[src/brc_map.vh]
// Purpose: Constants for the battery-backed clock/calendar block
// Assumes: Included by bare name from the top design file only
// Notes: Definitions only
`ifndef BRC_MAP_VH
`define BRC_MAP_VH
`define BRC_IDX_SEC 7'h00
`define BRC_IDX_ASEC 7'h01
`define BRC_IDX_MIN 7'h02
`define BRC_IDX_AMIN 7'h03
`define BRC_IDX_HR 7'h04
`define BRC_IDX_AHR 7'h05
`define BRC_IDX_DOW 7'h06
`define BRC_IDX_DATE 7'h07
`define BRC_IDX_MON 7'h08
`define BRC_IDX_YEAR 7'h09
`define BRC_IDX_A 7'h0A
`define BRC_IDX_B 7'h0B
`define BRC_IDX_C 7'h0C
`define BRC_IDX_D 7'h0D
`define BRC_TM_LAST 7'h09
`define BRC_A_UIP 7
`define BRC_B_SET 7
`define BRC_B_PIE 6
`define BRC_B_AIE 5
`define BRC_B_UIE 4
`define BRC_B_DM 2
`define BRC_B_H24 1
`define BRC_B_DSE 0
`define BRC_C_IRQF 7
`define BRC_C_PF 6
`define BRC_C_AF 5
`define BRC_C_UF 4
`define BRC_D_VRT 8'h80
`define BRC_A_RST 8'h00
`define BRC_B_RST 8'h02
`define BRC_DIV_OK 3'h2
`define BRC_DIV_TOP 15'h7FFF
`define BRC_OSC_HZ 32768
`define BRC_UIP_LEAD_US 488
`define BRC_UIP_LEAD_TICKS ((`BRC_UIP_LEAD_US*`BRC_OSC_HZ+999999)/1000000)
`define BRC_ALM_DC 2'h3
`define BRC_LOCK_BLK 4'h7
`define BRC_LOCKED_RD 8'h00
`define BRC_PM_BIT 7
`define BRC_DST_APR_DATE 8'h18
`define BRC_DST_OCT_DATE 8'h19
`endif

[src/brc_inc.v]
// Purpose: Increment one calendar field with wrap, in BCD or binary form
// Assumes: Value lies within lo..hi; lo and hi given in binary
// Notes: Shared by all fields of the update sequence except day of week, which steps on its own
`timescale 1ns/1ps
`default_nettype none
module brc_inc (
   // Field
   input wire [7:0] val,
   input wire [7:0] lo,
   input wire [7:0] hi,
   input wire bin_mode,
   // Result
   output wire [7:0] nxt,
   output wire [7:0] nxt_bin,
   output wire wrap
);
   wire [7:0] cur_bin;
   wire [7:0] sum;
   wire [7:0] tens;
   wire [7:0] ones;

   assign cur_bin = bin_mode ? val : ((val[7:4] * 8'h0A) + {4'h0, val[3:0]});
   assign wrap = (cur_bin >= hi);
   assign sum = cur_bin + 8'h01;
   assign nxt_bin = wrap ? lo : sum;
   // Tens digit never exceeds 9 for calendar ranges
   assign tens = nxt_bin / 8'h0A;
   assign ones = nxt_bin % 8'h0A;
   assign nxt = bin_mode ? nxt_bin : {tens[3:0], ones[3:0]};
endmodule
`default_nettype wire

[src/brc_ram.v]
// Purpose: Battery-backed byte store, two banks of 128 bytes
// Assumes: Bank in address bit 7, write takes effect at the clock edge
// Notes: Contents are not cleared by reset, as a battery store would keep them
`timescale 1ns/1ps
`default_nettype none
module brc_ram (
   // Clock
   input wire clk,
   // Access
   input wire [7:0] addr,
   input wire wr_en,
   input wire [7:0] wdata,
   output wire [7:0] rdata
);
   reg [7:0] mem [0:255];

   always @(posedge clk) begin
      if (wr_en) begin
         mem[addr] <= wdata;
      end
   end

   assign rdata = mem[addr];
endmodule
`default_nettype wire

[src/brc_top.v]
// Purpose: Clock/calendar with alarm, periodic and update interrupts, locks
// Assumes: Host reaches bytes by an index port and a data port per bank
// Notes: Oscillator pin is sampled on clk, so clk must be well above 32.768 kHz
//
// Contract
// - Two 128-byte battery RAM banks; 114 general bytes in the first.
// - Alarm, periodic 122 us to 500 ms, and update-ended interrupt sources.
// - Count seconds to year, 12/24 hour form, BCD or binary values.
// - Daylight-savings adjustment is optional and selectable.
// - Once-per-second update derived from 32.768 kHz through a divider.
// - Bytes 0-9 hold time and date; 0Ah-0Dh are control and status.
// - Alarm byte C0-FFh is a wildcard matching every field value.
// - Alarm flag needs all fields matching; interrupt only when enabled.
// - During update, time bytes may read stale; writes are discarded.
// - No month or year alarm matching.
// - Each second, unless inhibited or misconfigured, increment, check, write back.
// - Update starts at least 488 us after UPDATE_IN_PROGRESS_FLAG, ends within 1984 us.
// - Time and date bytes 0-9 isolated from host during update.
// - Interrupt goes internally on line 8, unshared, never off-chip.
// - Clock frame in serial interrupt stream is ignored.
// - Two lockable 8-byte ranges; locked writes do nothing, reads differ.
// - A locked range stays locked until hard reset.
// - Year 99 to 00 sets century-rollover flag at bit 7.
// - Century rollover raises SMI only in working state, never in sleep.
`include "brc_map.vh"
`timescale 1ns/1ps
`default_nettype none
module brc_top (
   // Clock and hard reset
   input wire clk,
   input wire rst_n,
   // Oscillator pin
   input wire osc_32k,
   // Indexed host access: 0 index lo, 1 data lo, 2 index hi, 3 data hi
   input wire [1:0] host_sel,
   input wire host_wr,
   input wire host_rd,
   input wire [7:0] host_wdata,
   output reg [7:0] host_rdata,
   // Range locks, power state and century flag clear
   input wire lock0_set,
   input wire lock1_set,
   input wire in_working,
   input wire century_clr,
   // Status and interrupts
   output reg update_in_progress_flag,
   output reg clock_interrupt_line,
   output reg century_rollover_flag,
   output reg system_mgmt_interrupt
);
   localparam ST_IDLE = 3'h0;
   localparam ST_SEC = 3'h1;
   localparam ST_MIN = 3'h2;
   localparam ST_HR = 3'h3;
   localparam ST_DAY = 3'h4;
   localparam ST_MON = 3'h5;
   localparam ST_YR = 3'h6;
   localparam ST_ALM = 3'h7;
   localparam integer UIP_LEAD = `BRC_UIP_LEAD_TICKS;

   reg [7:0] tm_q [0:9];
   reg [7:0] a_q;
   reg [7:0] b_q;
   reg [3:0] c_q;
   reg [6:0] idx_lo_q;
   reg [6:0] idx_hi_q;
   reg [2:0] st_q;
   reg [14:0] div_q;
   reg osc_s1_q;
   reg osc_s2_q;
   reg osc_s3_q;
   reg lock0_q;
   reg lock1_q;
   reg fall_done_q;
   reg pf_set;
   reg [7:0] inc_val;
   reg [7:0] inc_lo;
   reg [7:0] inc_hi;
   reg [7:0] rd_d;
   reg [3:0] c_d;
   reg [3:0] per_exp;
   wire [7:0] inc_nxt;
   wire [7:0] inc_nxt_bin;
   wire inc_wrap;
   wire [7:0] ram_rdata;
   wire tick;
   wire [14:0] div_nxt;
   wire [14:0] uip_at;
   wire [14:0] per_mask;
   wire sec_tick;
   wire busy;
   wire bin;
   wire h24;
   wire [6:0] acc_idx;
   wire acc_hi;
   wire data_acc;
   wire acc_locked;
   wire acc_tm;
   wire acc_ctl;
   wire host_wr_data;
   wire ram_wr;
   wire [7:0] mon_b;
   wire [7:0] date_b;
   wire [7:0] yr_b;
   wire [7:0] hr_b;
   wire [7:0] mdays;
   wire alm_hit;
   wire uf_set;
   wire af_set;
   wire c_clr;

   function [7:0] to_bin;
      input [7:0] v;
      input m;
      begin
         to_bin = m ? v : ((v[7:4] * 8'h0A) + {4'h0, v[3:0]});
      end
   endfunction

   // Alarm byte wildcard or equal
   function fld_match;
      input [7:0] alm;
      input [7:0] cur;
      begin
         fld_match = (alm[7:6] == `BRC_ALM_DC) || (alm == cur);
      end
   endfunction

   // Oscillator pin synchroniser and edge detect
   always @(posedge clk or negedge rst_n) begin
      if (!rst_n) begin
         osc_s1_q <= 1'b0;
         osc_s2_q <= 1'b0;
         osc_s3_q <= 1'b0;
      end else begin
         osc_s1_q <= osc_32k;
         osc_s2_q <= osc_s1_q;
         osc_s3_q <= osc_s2_q;
      end
   end
   assign tick = osc_s2_q & ~osc_s3_q;

   assign div_nxt = div_q + 15'h0001;
   // Cut to divider width; a bare 32-bit lead would never match the count
   assign uip_at = 15'h0000 - UIP_LEAD[14:0];
   assign sec_tick = tick && (div_q == `BRC_DIV_TOP);
   assign bin = b_q[`BRC_B_DM];
   assign h24 = b_q[`BRC_B_H24];
   assign busy = (st_q != ST_IDLE);

   // Rate 1,2 give 128/256 ticks; 3..15 give 4 ticks (122 us) to 16384 (500 ms)
   always @* begin
      if (a_q[3:0] <= 4'h2) begin
         per_exp = a_q[3:0] + 4'h6;
      end else begin
         per_exp = a_q[3:0] - 4'h1;
      end
   end
   assign per_mask = ~(15'h7FFF << per_exp);
   always @* begin
      pf_set = tick && (a_q[3:0] != 4'h0) && ((div_nxt & per_mask) == 15'h0000);
   end

   // Host address decode
   assign acc_hi = host_sel[1];
   assign acc_idx = acc_hi ? idx_hi_q : idx_lo_q;
   assign data_acc = host_sel[0];
   assign acc_locked = (acc_idx[6:3] == `BRC_LOCK_BLK) && (acc_hi ? lock1_q : lock0_q);
   assign acc_tm = !acc_hi && (acc_idx <= `BRC_TM_LAST);
   assign acc_ctl = !acc_hi && (acc_idx >= `BRC_IDX_A) && (acc_idx <= `BRC_IDX_D);
   assign host_wr_data = host_wr && data_acc;
   assign ram_wr = host_wr_data && !acc_tm && !acc_ctl && !acc_locked;
   assign c_clr = host_rd && data_acc && !acc_hi && (acc_idx == `BRC_IDX_C);

   brc_ram u_ram (
      .clk(clk),
      .addr({acc_hi, acc_idx}),
      .wr_en(ram_wr),
      .wdata(host_wdata),
      .rdata(ram_rdata)
   );

   // Calendar values in binary for limits and DST tests
   assign mon_b = to_bin(tm_q[8], bin);
   assign date_b = to_bin(tm_q[7], bin);
   assign yr_b = to_bin(tm_q[9], bin);
   assign hr_b = to_bin({1'b0, tm_q[4][6:0]}, bin);
   assign mdays = (mon_b == 8'h02) ? ((yr_b[1:0] == 2'h0) ? 8'h1D : 8'h1C) :
                  ((mon_b == 8'h04) || (mon_b == 8'h06) || (mon_b == 8'h09) ||
                   (mon_b == 8'h0B)) ? 8'h1E : 8'h1F;

   // Shared incrementer input per update step
   always @* begin
      inc_val = tm_q[0];
      inc_lo = 8'h00;
      inc_hi = 8'h3B;
      case (st_q)
         ST_MIN: begin
            inc_val = tm_q[2];
         end
         ST_HR: begin
            inc_val = h24 ? tm_q[4] : {1'b0, tm_q[4][6:0]};
            inc_lo = h24 ? 8'h00 : 8'h01;
            inc_hi = h24 ? 8'h17 : 8'h0C;
         end
         ST_DAY: begin
            inc_val = tm_q[7];
            inc_lo = 8'h01;
            inc_hi = mdays;
         end
         ST_MON: begin
            inc_val = tm_q[8];
            inc_lo = 8'h01;
            inc_hi = 8'h0C;
         end
         ST_YR: begin
            inc_val = tm_q[9];
            inc_hi = 8'h63;
         end
         default: begin
            inc_val = tm_q[0];
         end
      endcase
   end

   brc_inc u_inc (
      .val(inc_val),
      .lo(inc_lo),
      .hi(inc_hi),
      .bin_mode(bin),
      .nxt(inc_nxt),
      .nxt_bin(inc_nxt_bin),
      .wrap(inc_wrap)
   );

   // Month and year bytes take no part in the match
   assign alm_hit = fld_match(tm_q[1], tm_q[0]) && fld_match(tm_q[3], tm_q[2]) &&
                    fld_match(tm_q[5], tm_q[4]);
   assign af_set = (st_q == ST_ALM) && alm_hit;
   assign uf_set = (st_q == ST_ALM);

   // Flags: a set in the read-clear cycle wins
   always @* begin
      c_d = c_clr ? 4'h0 : c_q;
      if (pf_set) begin
         c_d[2] = 1'b1;
      end
      if (af_set) begin
         c_d[1] = 1'b1;
      end
      if (uf_set) begin
         c_d[0] = 1'b1;
      end
   end

   // Update sequencer, divider and byte registers
   always @(posedge clk or negedge rst_n) begin
      if (!rst_n) begin
         st_q <= ST_IDLE;
         div_q <= 15'h0000;
         a_q <= `BRC_A_RST;
         b_q <= `BRC_B_RST;
         c_q <= 4'h0;
         idx_lo_q <= 7'h00;
         idx_hi_q <= 7'h00;
         fall_done_q <= 1'b0;
         tm_q[0] <= 8'h00;
         tm_q[1] <= 8'h00;
         tm_q[2] <= 8'h00;
         tm_q[3] <= 8'h00;
         tm_q[4] <= 8'h00;
         tm_q[5] <= 8'h00;
         tm_q[6] <= 8'h01;
         tm_q[7] <= 8'h01;
         tm_q[8] <= 8'h01;
         tm_q[9] <= 8'h00;
         century_rollover_flag <= 1'b0;
         system_mgmt_interrupt <= 1'b0;
      end else begin
         c_q <= c_d;
         system_mgmt_interrupt <= 1'b0;
         if (century_clr) begin
            century_rollover_flag <= 1'b0;
         end
         // Divider runs only with the documented divider code
         if (a_q[6:4] != `BRC_DIV_OK) begin
            div_q <= 15'h0000;
         end else if (tick) begin
            div_q <= div_nxt;
         end
         // UPDATE_IN_PROGRESS_FLAG leads the second boundary by the lead ticks
         if (b_q[`BRC_B_SET] || (a_q[6:4] != `BRC_DIV_OK)) begin
            a_q[`BRC_A_UIP] <= 1'b0;
         end else if (tick && (div_nxt == uip_at)) begin
            a_q[`BRC_A_UIP] <= 1'b1;
         end
         if (host_wr && !data_acc) begin
            if (acc_hi) begin
               idx_hi_q <= host_wdata[6:0];
            end else begin
               idx_lo_q <= host_wdata[6:0];
            end
         end
         if (host_wr_data && !acc_hi) begin
            if (acc_tm && !busy) begin
               tm_q[acc_idx[3:0]] <= host_wdata;
            end
            if (acc_idx == `BRC_IDX_A) begin
               a_q[6:0] <= host_wdata[6:0];
            end
            if (acc_idx == `BRC_IDX_B) begin
               b_q <= host_wdata;
            end
         end
         case (st_q)
            ST_IDLE: begin
               // Whole sequence takes at most seven clk cycles, far inside 1984 us
               if (sec_tick && a_q[`BRC_A_UIP] && !b_q[`BRC_B_SET]) begin
                  st_q <= ST_SEC;
               end
            end
            ST_SEC: begin
               tm_q[0] <= inc_nxt;
               st_q <= inc_wrap ? ST_MIN : ST_ALM;
            end
            ST_MIN: begin
               tm_q[2] <= inc_nxt;
               st_q <= inc_wrap ? ST_HR : ST_ALM;
            end
            ST_HR: begin
               st_q <= ST_ALM;
               if (b_q[`BRC_B_DSE] && (tm_q[6] == 8'h01) && (hr_b == 8'h01) &&
                   (h24 || !tm_q[4][`BRC_PM_BIT]) && (mon_b == 8'h04) &&
                   (date_b >= `BRC_DST_APR_DATE)) begin
                  tm_q[4] <= 8'h03;
               end else if (b_q[`BRC_B_DSE] && (tm_q[6] == 8'h01) && (hr_b == 8'h01) &&
                            (h24 || !tm_q[4][`BRC_PM_BIT]) && (mon_b == 8'h0A) &&
                            (date_b >= `BRC_DST_OCT_DATE) && !fall_done_q) begin
                  fall_done_q <= 1'b1;
               end else if (h24) begin
                  tm_q[4] <= inc_nxt;
                  if (inc_wrap) begin
                     st_q <= ST_DAY;
                  end
               end else begin
                  // 11 to 12 flips AM/PM; PM 11 to 12 AM carries the day
                  tm_q[4] <= {tm_q[4][`BRC_PM_BIT] ^ (inc_nxt_bin == 8'h0C),
                              inc_nxt[6:0]};
                  if ((inc_nxt_bin == 8'h0C) && tm_q[4][`BRC_PM_BIT]) begin
                     st_q <= ST_DAY;
                  end
               end
            end
            ST_DAY: begin
               tm_q[6] <= (tm_q[6] == 8'h07) ? 8'h01 : (tm_q[6] + 8'h01);
               tm_q[7] <= inc_nxt;
               fall_done_q <= 1'b0;
               st_q <= inc_wrap ? ST_MON : ST_ALM;
            end
            ST_MON: begin
               tm_q[8] <= inc_nxt;
               st_q <= inc_wrap ? ST_YR : ST_ALM;
            end
            ST_YR: begin
               tm_q[9] <= inc_nxt;
               st_q <= ST_ALM;
               if (inc_wrap) begin
                  century_rollover_flag <= 1'b1;
                  system_mgmt_interrupt <= in_working;
               end
            end
            ST_ALM: begin
               a_q[`BRC_A_UIP] <= 1'b0;
               st_q <= ST_IDLE;
            end
            default: begin
               st_q <= ST_IDLE;
            end
         endcase
      end
   end

   // Locks are sticky; only the hard reset reopens a range
   always @(posedge clk or negedge rst_n) begin
      if (!rst_n) begin
         lock0_q <= 1'b0;
         lock1_q <= 1'b0;
      end else begin
         lock0_q <= lock0_q | lock0_set;
         lock1_q <= lock1_q | lock1_set;
      end
   end

   // Read mux, registered
   always @* begin
      rd_d = ram_rdata;
      if (!data_acc) begin
         rd_d = {1'b0, acc_idx};
      end else if (acc_locked) begin
         rd_d = `BRC_LOCKED_RD;
      end else if (acc_tm) begin
         // Isolated bytes read as ones while the sequencer owns them
         rd_d = busy ? 8'hFF : tm_q[acc_idx[3:0]];
      end else if (acc_idx == `BRC_IDX_A && !acc_hi) begin
         rd_d = a_q;
      end else if (acc_idx == `BRC_IDX_B && !acc_hi) begin
         rd_d = b_q;
      end else if (acc_idx == `BRC_IDX_C && !acc_hi) begin
         rd_d = {clock_interrupt_line, c_q[2:0], 4'h0};
      end else if (acc_idx == `BRC_IDX_D && !acc_hi) begin
         rd_d = `BRC_D_VRT;
      end
   end

   always @(posedge clk or negedge rst_n) begin
      if (!rst_n) begin
         host_rdata <= 8'h00;
         update_in_progress_flag <= 1'b0;
         clock_interrupt_line <= 1'b0;
      end else begin
         if (host_rd) begin
            host_rdata <= rd_d;
         end
         update_in_progress_flag <= a_q[`BRC_A_UIP];
         // Only internal flags drive the line; no serial-stream input exists
         clock_interrupt_line <= (c_d[2] & b_q[`BRC_B_PIE]) |
                                 (c_d[1] & b_q[`BRC_B_AIE]) |
                                 (c_d[0] & b_q[`BRC_B_UIE]);
      end
   end
endmodule
`default_nettype wire

[config.mk]
export PLATFORM = sky130hd
export DESIGN_NAME = brc_top
export DESIGN_NICKNAME = d
export VERILOG_FILES = /design/src/brc_inc.v /design/src/brc_ram.v /design/src/brc_top.v
export VERILOG_INCLUDE_DIRS = /design/src
export SDC_FILE = /design/constraint.sdc
export NUM_CORES = 2
export LEC_CHECK = 0
export BUFFER_PORTS_ARGS = -buffer_cell sky130_fd_sc_hd__buf_2
export CORE_ASPECT_RATIO = 1.1
export CORE_MARGIN = 2
export CORE_UTILIZATION = 45
export DETAILED_ROUTE_END_ITERATION = 10
export GPL_TIMING_DRIVEN = 0
export PLACE_DENSITY = 0.59
export SYNTH_ARGS = -nofsm -noshare
export SYNTH_HDL_FRONTEND = slang
export SYNTH_HIERARCHICAL = 1
export SYNTH_SLANG_ARGS = --single-unit
export TNS_END_PERCENT = 1
[constraint.sdc]
create_clock -name clk -period 7.5 [get_ports clk]
set_input_delay 0.375 -clock clk [delete_from_list [all_inputs] [get_ports clk]]
set_output_delay 0.375 -clock clk [all_outputs]
set_load 0.05 [all_outputs]
# Word level (Yosys, flattened, before mapping)
# Memory sizes are Yosys's and may differ from the RTL's.
# Index checks and enable logic that the tools add are counted.
# classes
n_addsub	10
muxes	75
n_eq_ne	34
n_mul	5
n_bitwise	14
shift	1
reduce_logical	84
order_cmp	9
div_mod_pow	2
# op_table
op	n
8-bit two-way mux	27
80-bit two-way mux	2
80-bit bitwise mux	1
8-bit case mux with 5 select lines	1
1-bit logical AND	37
8-bit binary-select mux with 4-bit select	1
8-bit demux with 4-bit select	1
8-bit by 4-bit == test with 1-bit output (second input constant)	4
15-bit == test (second input constant)	2
15-bit two-way mux	2
7-bit by 4-bit == test with 1-bit output (second input constant)	4
7-bit case mux with 4 select lines	1
8-bit by 4-bit adder with 8-bit output	3
8-bit by 3-bit == test with 1-bit output (second input constant)	3
8-bit == test	3
3-bit case mux with 8 select lines	1
2-bit nonzero test	12
4-bit by 3-bit multiplier with 7-bit output (second input constant)	3
3-bit two-way mux	7
1-bit two-way mux	20
2-bit AND reduction	10
8-bit by 1-bit adder with 8-bit output (second input constant)	2
8-bit by 1-bit == test with 1-bit output (second input constant)	2
8-bit by 5-bit greater-or-equal comparator with 1-bit output (second input constant)	2
46 further kinds	83
# word_totals
n_memories	1
regBits	149
romBits	0
latch_bits	0
output_inout_bits	12
ram_bits	2048
in_bits	19
# memory_table
memory	words	word_bits	rd	rd_clocked_by_memory_dff	write_ports	line_no	rtl
u_ram.mem	256	8	1	0	1	brc_ram.v:15	reg [7:0] mem [0:255];

# Longest topological paths before layout
# depth
word_depth	19
depth_mapped	33

# By module
# The synthesis kept the hierarchy.
# by_module_without_submodules
mod	area_per_inst_um2	instances	seq_area_each_um2	cells_per_inst
brc_ram	78332.6	1	61499.0	3539
brc_top	10038.4	1	3733.6	1131
brc_inc	1904.3	1	0.0	253

# Least setup slack after synthesis
# Ideal clock, no wire load.
# synth_timing
path_kind	reg2reg
from	register st_q[0]
to	register tm_q[11] (netlist name)
arrival_time_ns	6.817
path_slack_ns	0.606
n_path_buf	3
stages_incl_launch_ff	31
t_required_ns	7.422
synth_period_minus_slack_ns	6.894
path_cell_list	dfrtp_1 > buf_1 > clkbuf_1 > mux2i_1 > nor2_1 > a21oi_1 > o21ai_0 > ha_1 > ha_1 > inv_1 > fa_1 > and2b_2 > o21ai_0 > a311o_2 > nor2_1 > inv_1 > ha_1 > nand4_1 > o31a_2 > clkinv_16 > or2b_2 > o31ai_4 > inv_4 > a31o_1 > a32oi_4 > and2_1 > buf_6 > a32oi_1 > o311ai_0 > o22ai_1 > a21oi_1
# synth_via
elab_chain_cells	10
# synth_lines
element	line_no	rtl
start, declared	brc_top.v:67	reg [2:0] st_q;
start signal, assigned	brc_top.v:324	st_q <= inc_wrap ? ST_MIN : ST_ALM;
start signal, assigned	brc_top.v:328	st_q <= inc_wrap ? ST_HR : ST_ALM;
start signal, assigned	brc_top.v:358	st_q <= inc_wrap ? ST_MON : ST_ALM;
3-bit == test or 3-bit by 2-bit == test with 1-bit output (tied branches)	brc_top.v:197	case (st_q)
8-bit case mux with 5 select lines *	brc_top.v:197	
via inc_val[4]	brc_top.v:76	reg [7:0] inc_val;
4-bit by 3-bit multiplier with 7-bit output	brc_inc.v:22	assign cur_bin = bin_mode ? val : ((val[7:4] * 8'h0A) + {4'h0, val[3:0]});
8-bit by 4-bit adder with 8-bit output	brc_inc.v:22	
8-bit two-way mux *	brc_inc.v:22	
8-bit by 1-bit adder with 8-bit output or 8-bit by 7-bit greater-or-equal comparator with 1-bit output (tied branches)	brc_inc.v:24, brc_inc.v:23	
8-bit two-way mux *	brc_inc.v:25	assign nxt_bin = wrap ? lo : sum;
via inc_nxt_bin[6]	brc_top.v:83	wire [7:0] inc_nxt_bin;
8-bit by 4-bit modulo with 8-bit output *	brc_inc.v:28	assign ones = nxt_bin % 8'h0A;
8-bit two-way mux *	brc_inc.v:29	assign nxt = bin_mode ? nxt_bin : {tens[3:0], ones[3:0]};
via inc_nxt[3]	brc_top.v:82	wire [7:0] inc_nxt;
8-bit two-way mux *	brc_top.v:315	case (st_q)
end signal, assigned by index	brc_top.v:306	tm_q[acc_idx[3:0]] <= host_wdata;
end, declared	brc_top.v:61	reg [7:0] tm_q [0:9];
# Mark *: on every way through the listed nets, which the timed path passes. The rest lies on a longest branch.
# A chain may end at the register's enable or synchronous reset.

# Worst setup path in the final report
# layout_timing
from	register idx_lo_q[1]
to	register host_rdata[0]
# layout_rtl
element	line_no	rtl
start, declared	brc_top.v:65	reg [6:0] idx_lo_q;
start signal, assigned	brc_top.v:301	idx_lo_q <= host_wdata[6:0];
7-bit two-way mux	brc_top.v:166	assign acc_idx = acc_hi ? idx_hi_q : idx_lo_q;
via acc_idx[1]	brc_top.v:94	wire [6:0] acc_idx;
memory 256 x 8 bit	n/a	
via ram_rdata[0]	brc_top.v:85	wire [7:0] ram_rdata;
8-bit two-way mux	brc_top.v:410	end else if (acc_idx == `BRC_IDX_D && !acc_hi) begin
8-bit two-way mux	brc_top.v:408	end else if (acc_idx == `BRC_IDX_C && !acc_hi) begin
8-bit two-way mux	brc_top.v:406	end else if (acc_idx == `BRC_IDX_B && !acc_hi) begin
8-bit two-way mux	brc_top.v:404	end else if (acc_idx == `BRC_IDX_A && !acc_hi) begin
8-bit two-way mux	brc_top.v:401	end else if (acc_tm) begin
8-bit two-way mux	brc_top.v:399	end else if (acc_locked) begin
8-bit two-way mux	brc_top.v:397	if (!data_acc) begin
end signal, assigned	brc_top.v:422	host_rdata <= rd_d;
end, declared	brc_top.v:39	output reg [7:0] host_rdata,
# The timed path passes the listed nets, and every way through them passes these cells. The select of a mux whose other input is x is not followed.

==> qor.csv <==
stage;metric;value;unit
global_routing;total track usage;25.1;%
die;initial core utilization;45.3;%
drt;DRC errors left;0;
clock_tree;Root Driver;clkbuf_16;
sta;fin. max-slew vios;16;
placed_design;GP Congestion;0.974;
clock_tree;worst skew pair latency;0.88;ns
die;core area;199000;um2
synth;yosys warns;6;
sta;final setup vio count;7;
cells_and_area;fin nets;5300;
drt;total routed wirelength;257;mm
sta;Setup WS post-layout;-0.328;ns
clock_tree;clock transition at the registers of the reported paths;0.06;ns
die;die area;204000;um2
worst_setup_path;delay of the slowest cell on the worst path;1.12;ns
power;P_leak;32.4;nW
sta;Fmax;0.128;GHz
min_path;hold endpoint;u_ram/mem[151][7];
sta;Tcrit/Tclk final;104;%
synth;register area share after synthesis;72.3;%
global_routing;largest net degree at the start of global routing;149;
worst_setup_path;CP max-delay cell;o41ai_1;
die;row count;172;
outcome;status;finished, violations left;
power;Pwr Total;30.2;mW
min_path;hold depth;1;
min_path;Hold Startpoint;host_wdata[7];
worst_setup_path;worst flop-to-flop path startpoint;idx_lo_q[1];
sta;crit path time final;7.83;ns
clock_tree;H-tree Lvls;4;
drt;Post-DRT Antenna Nets;0;
cells_and_area;commonest non-fill, non-tap cell in the layout;edfxtp_1;
power;VDD IR max;212;uV
placed_design;PortBufs;29;
drt;routed wl met3;19.7;mm
worst_setup_path;reg2reg end;host_rdata[0];
clock_tree;CTS buffer count;218;
drt;metal2 WL;124;mm
worst_setup_path;crit path cell chain;mux2i_2, clkbuf_1, clkinv_1, clkbuf_1, buf_2, clkdlybuf4s15_1, clkbuf_1, mux4_2, a22oi_1, a21oi_1, o41ai_1, nand4_1, a211o_1, o311ai_0, o221ai_1;
worst_setup_path;Arrival @ worst endpoint;8.50;ns
placed_design;pre-CTS setup slack;-1.37;ns
global_routing;grt ovf;0;
clock_tree;clock sinks;2197;
power;PD cells;296;nW/um2
worst_setup_path;Critical Path Sink Type;register;
die;die height;474;um
sta;Final Hold Viols;0;
drt;via count of the routed design;50300;
worst_setup_path;most used cell, CP;clkbuf_1;
synth;Syn Inst Count;4923;
synth;async set-reset flop share out of synthesis;6.78;%
placed_design;HPWL after DPL;169;mm
drt;initial DRC count;6309;
synth;synthesized flop and latch total;2197;
worst_setup_path;flop-to-flop setup slack;-0.33;ns
drt;Via density;6.26;
cells_and_area;share of cells above drive strength 1;21.2;%
worst_setup_path;family with the most delay on the worst path;buffers and inverters;
drt;max layer used;met5;
cells_and_area;commonest cells after routing, fill and taps aside;edfxtp_1, mux4_2, nor2_1;
synth;number of synthesized flops with an enable pin;2048;
sta;relative slew slack;-0.894;%
outcome;violated checks;max-capacitance violations, max-slew violations, negative setup slack;
synth;Main synth FF type;edfxtp_1;
synth;synth unique cells;104;
cells_and_area;FILL cells;16200;
drt;met1 WL;104;mm
worst_setup_path;crit path launch type;register;
die;die width;431;um
worst_setup_path;type of the worst setup path;register to register;
run;max-cap viol count;2;
synth;syn avg cell area;18.3;um2
die;I/O Pins;31;
worst_setup_path;Buf/Inv on CP;6;
sta;RSZ-0062 raised after global routing;true;
worst_setup_path;CP max FO;10;
sta;clock skew;0.0293;ns
clock_tree;Clock Path Buffers;3;
min_path;worst hold path class;input port to register;
drt;mean routed wirelength per cell;32.1;um
global_routing;number of global-route vias before repair;48900;
synth;Synth Cell Area;90300;um2
drt;drt first pass iters;6;
worst_setup_path;WP depth;15;
worst_setup_path;FF-to-FF path depth;15;
global_routing;first-pass GRT wire length;364;mm
worst_setup_path;CP required;8.18;ns
global_routing;initial antenna violation count;8;
cells_and_area;Layout area overhead;12.8;%
sta;Least-Margin Pin Slew;1.50;ns
clock_tree;CTS tree;yes;
-- where the power goes --
group | switching, mW | internal [mW]
Combinational | 3.72 | 2.09
Clock | 4.64 | 6.18
Sequential | 0.0853 | 13.5
-- sequential cells by signal, indices dropped and copies added (netlist names) --
signal and flops:
osc_s1_q 1, host_rdata 8, century_rollover_flag 1, tm_q 80
update_in_progress_flag 1, idx_lo_q 7, lock0_q 1, fall_done_q 1
osc_s3_q 1, a_q 8, div_q 15, b_q 8
u_ram/mem 2048, lock1_q 1, osc_s2_q 1, c_q 3
idx_hi_q 7, st_q 3, clock_interrupt_line 1, system_mgmt_interrupt 1
-- Yosys cell counts (23+ instances only) --
library cell	number	area, um2
edfxtp_1	2048	61500
mux4_2	515	11600
nor2_1	325	1220
a22oi_1	269	2020
nand2_1	203	762
a21oi_1	199	996
clkbuf_1	190	713
dfrtp_1	145	3630
o21ai_0	82	410
nand3_1	80	400
inv_1	68	255
mux2_2	59	664
nor3_1	58	290
mux2i_1	56	561
ha_1	45	563
buf_2	42	210
xor2_1	35	307
o41ai_1	34	298
buf_1	28	105
xnor2_1	25	219
nand4_1	24	150
nand2b_1	23	144
-- per-layer routing --
layer / track usage [%] / vias up
met4: 9.31 / 2
li1: - / 20800
met3: 3.41 / 433
met2: 40.1 / 2289
met1: 35.3 / 26800
met5: 0 / -
-- stage by stage --
stage          setup TNS, ns  hold slack (ns)  cell area (um2)  util (%)  cells
2_1_floorplan              0           0.0794            90300         -   4939
3_3_place_gp         -131.30            0.346            93700      47.0   7578
3_5_place_dp          -36.77            0.338            94300      47.3   7598
4_1_cts              -0.0109           0.0422           102000      50.9   8014
5_1_grt               -0.460           0.0848           102000      51.1   8027
6_report              -0.815           0.0512           102000      51.1   8029
-- layout make-up --
cell class / instances / area, um2 / area share [%]
multi-input cells: 2359 / 23500 / 23.1
repair buffers: 71 / 920 / 0.903
clock inverters: 129 / 1240 / 1.21
inverters: 77 / 322 / 0.316
clock buffers: 279 / 5840 / 5.73
plain buffers: 305 / 1540 / 1.51
diodes: 2 / 5.00 / 0.00491
well taps: 2610 / 3270 / 3.21
flip-flops and latches: 2197 / 65200 / 64.0
-- what timing repair did --
action,4_1_cts,5_1_grt
hold endpoints to repair,177,0
pin swaps,0,5
buffers inserted,0,9
hold buffers,9,0
setup endpoints to repair,48,40
resized for setup,19,31
cloned,0,0
-- kinds of logic (layout without fill, tap and decap cells) --
group / Yosys count / in the layout / share of synthesized area (%)
compound gates: 758 / 758 / 5.79
xor+xnor: 61 / 61 / 0.600
fa+ha+maj: 53 / 53 / 0.790
buf+inv: 383 / 861 / 2.01
flops: 2197 / 2197 / 72.3
mux: 633 / 633 / 14.3
other cells: 1 / 19 / 0.00415
simple gates: 837 / 837 / 4.29
-- how the worst max path moves through the flow --
stage	slack, ns	end	start
final	-0.33	host_rdata[0]	idx_lo_q[1]
after global routing	-0.15	host_rdata[2]	idx_lo_q[1]
after CTS	-0.01	tm_q[10]	st_q[2]
after detailed placement	-1.37	tm_q[10]	st_q[0]
after global placement	-1.85	tm_q[59]	st_q[0]
after floorplan	0.61	tm_q[11]	st_q[0]
(Power assumes the default switching activity.)
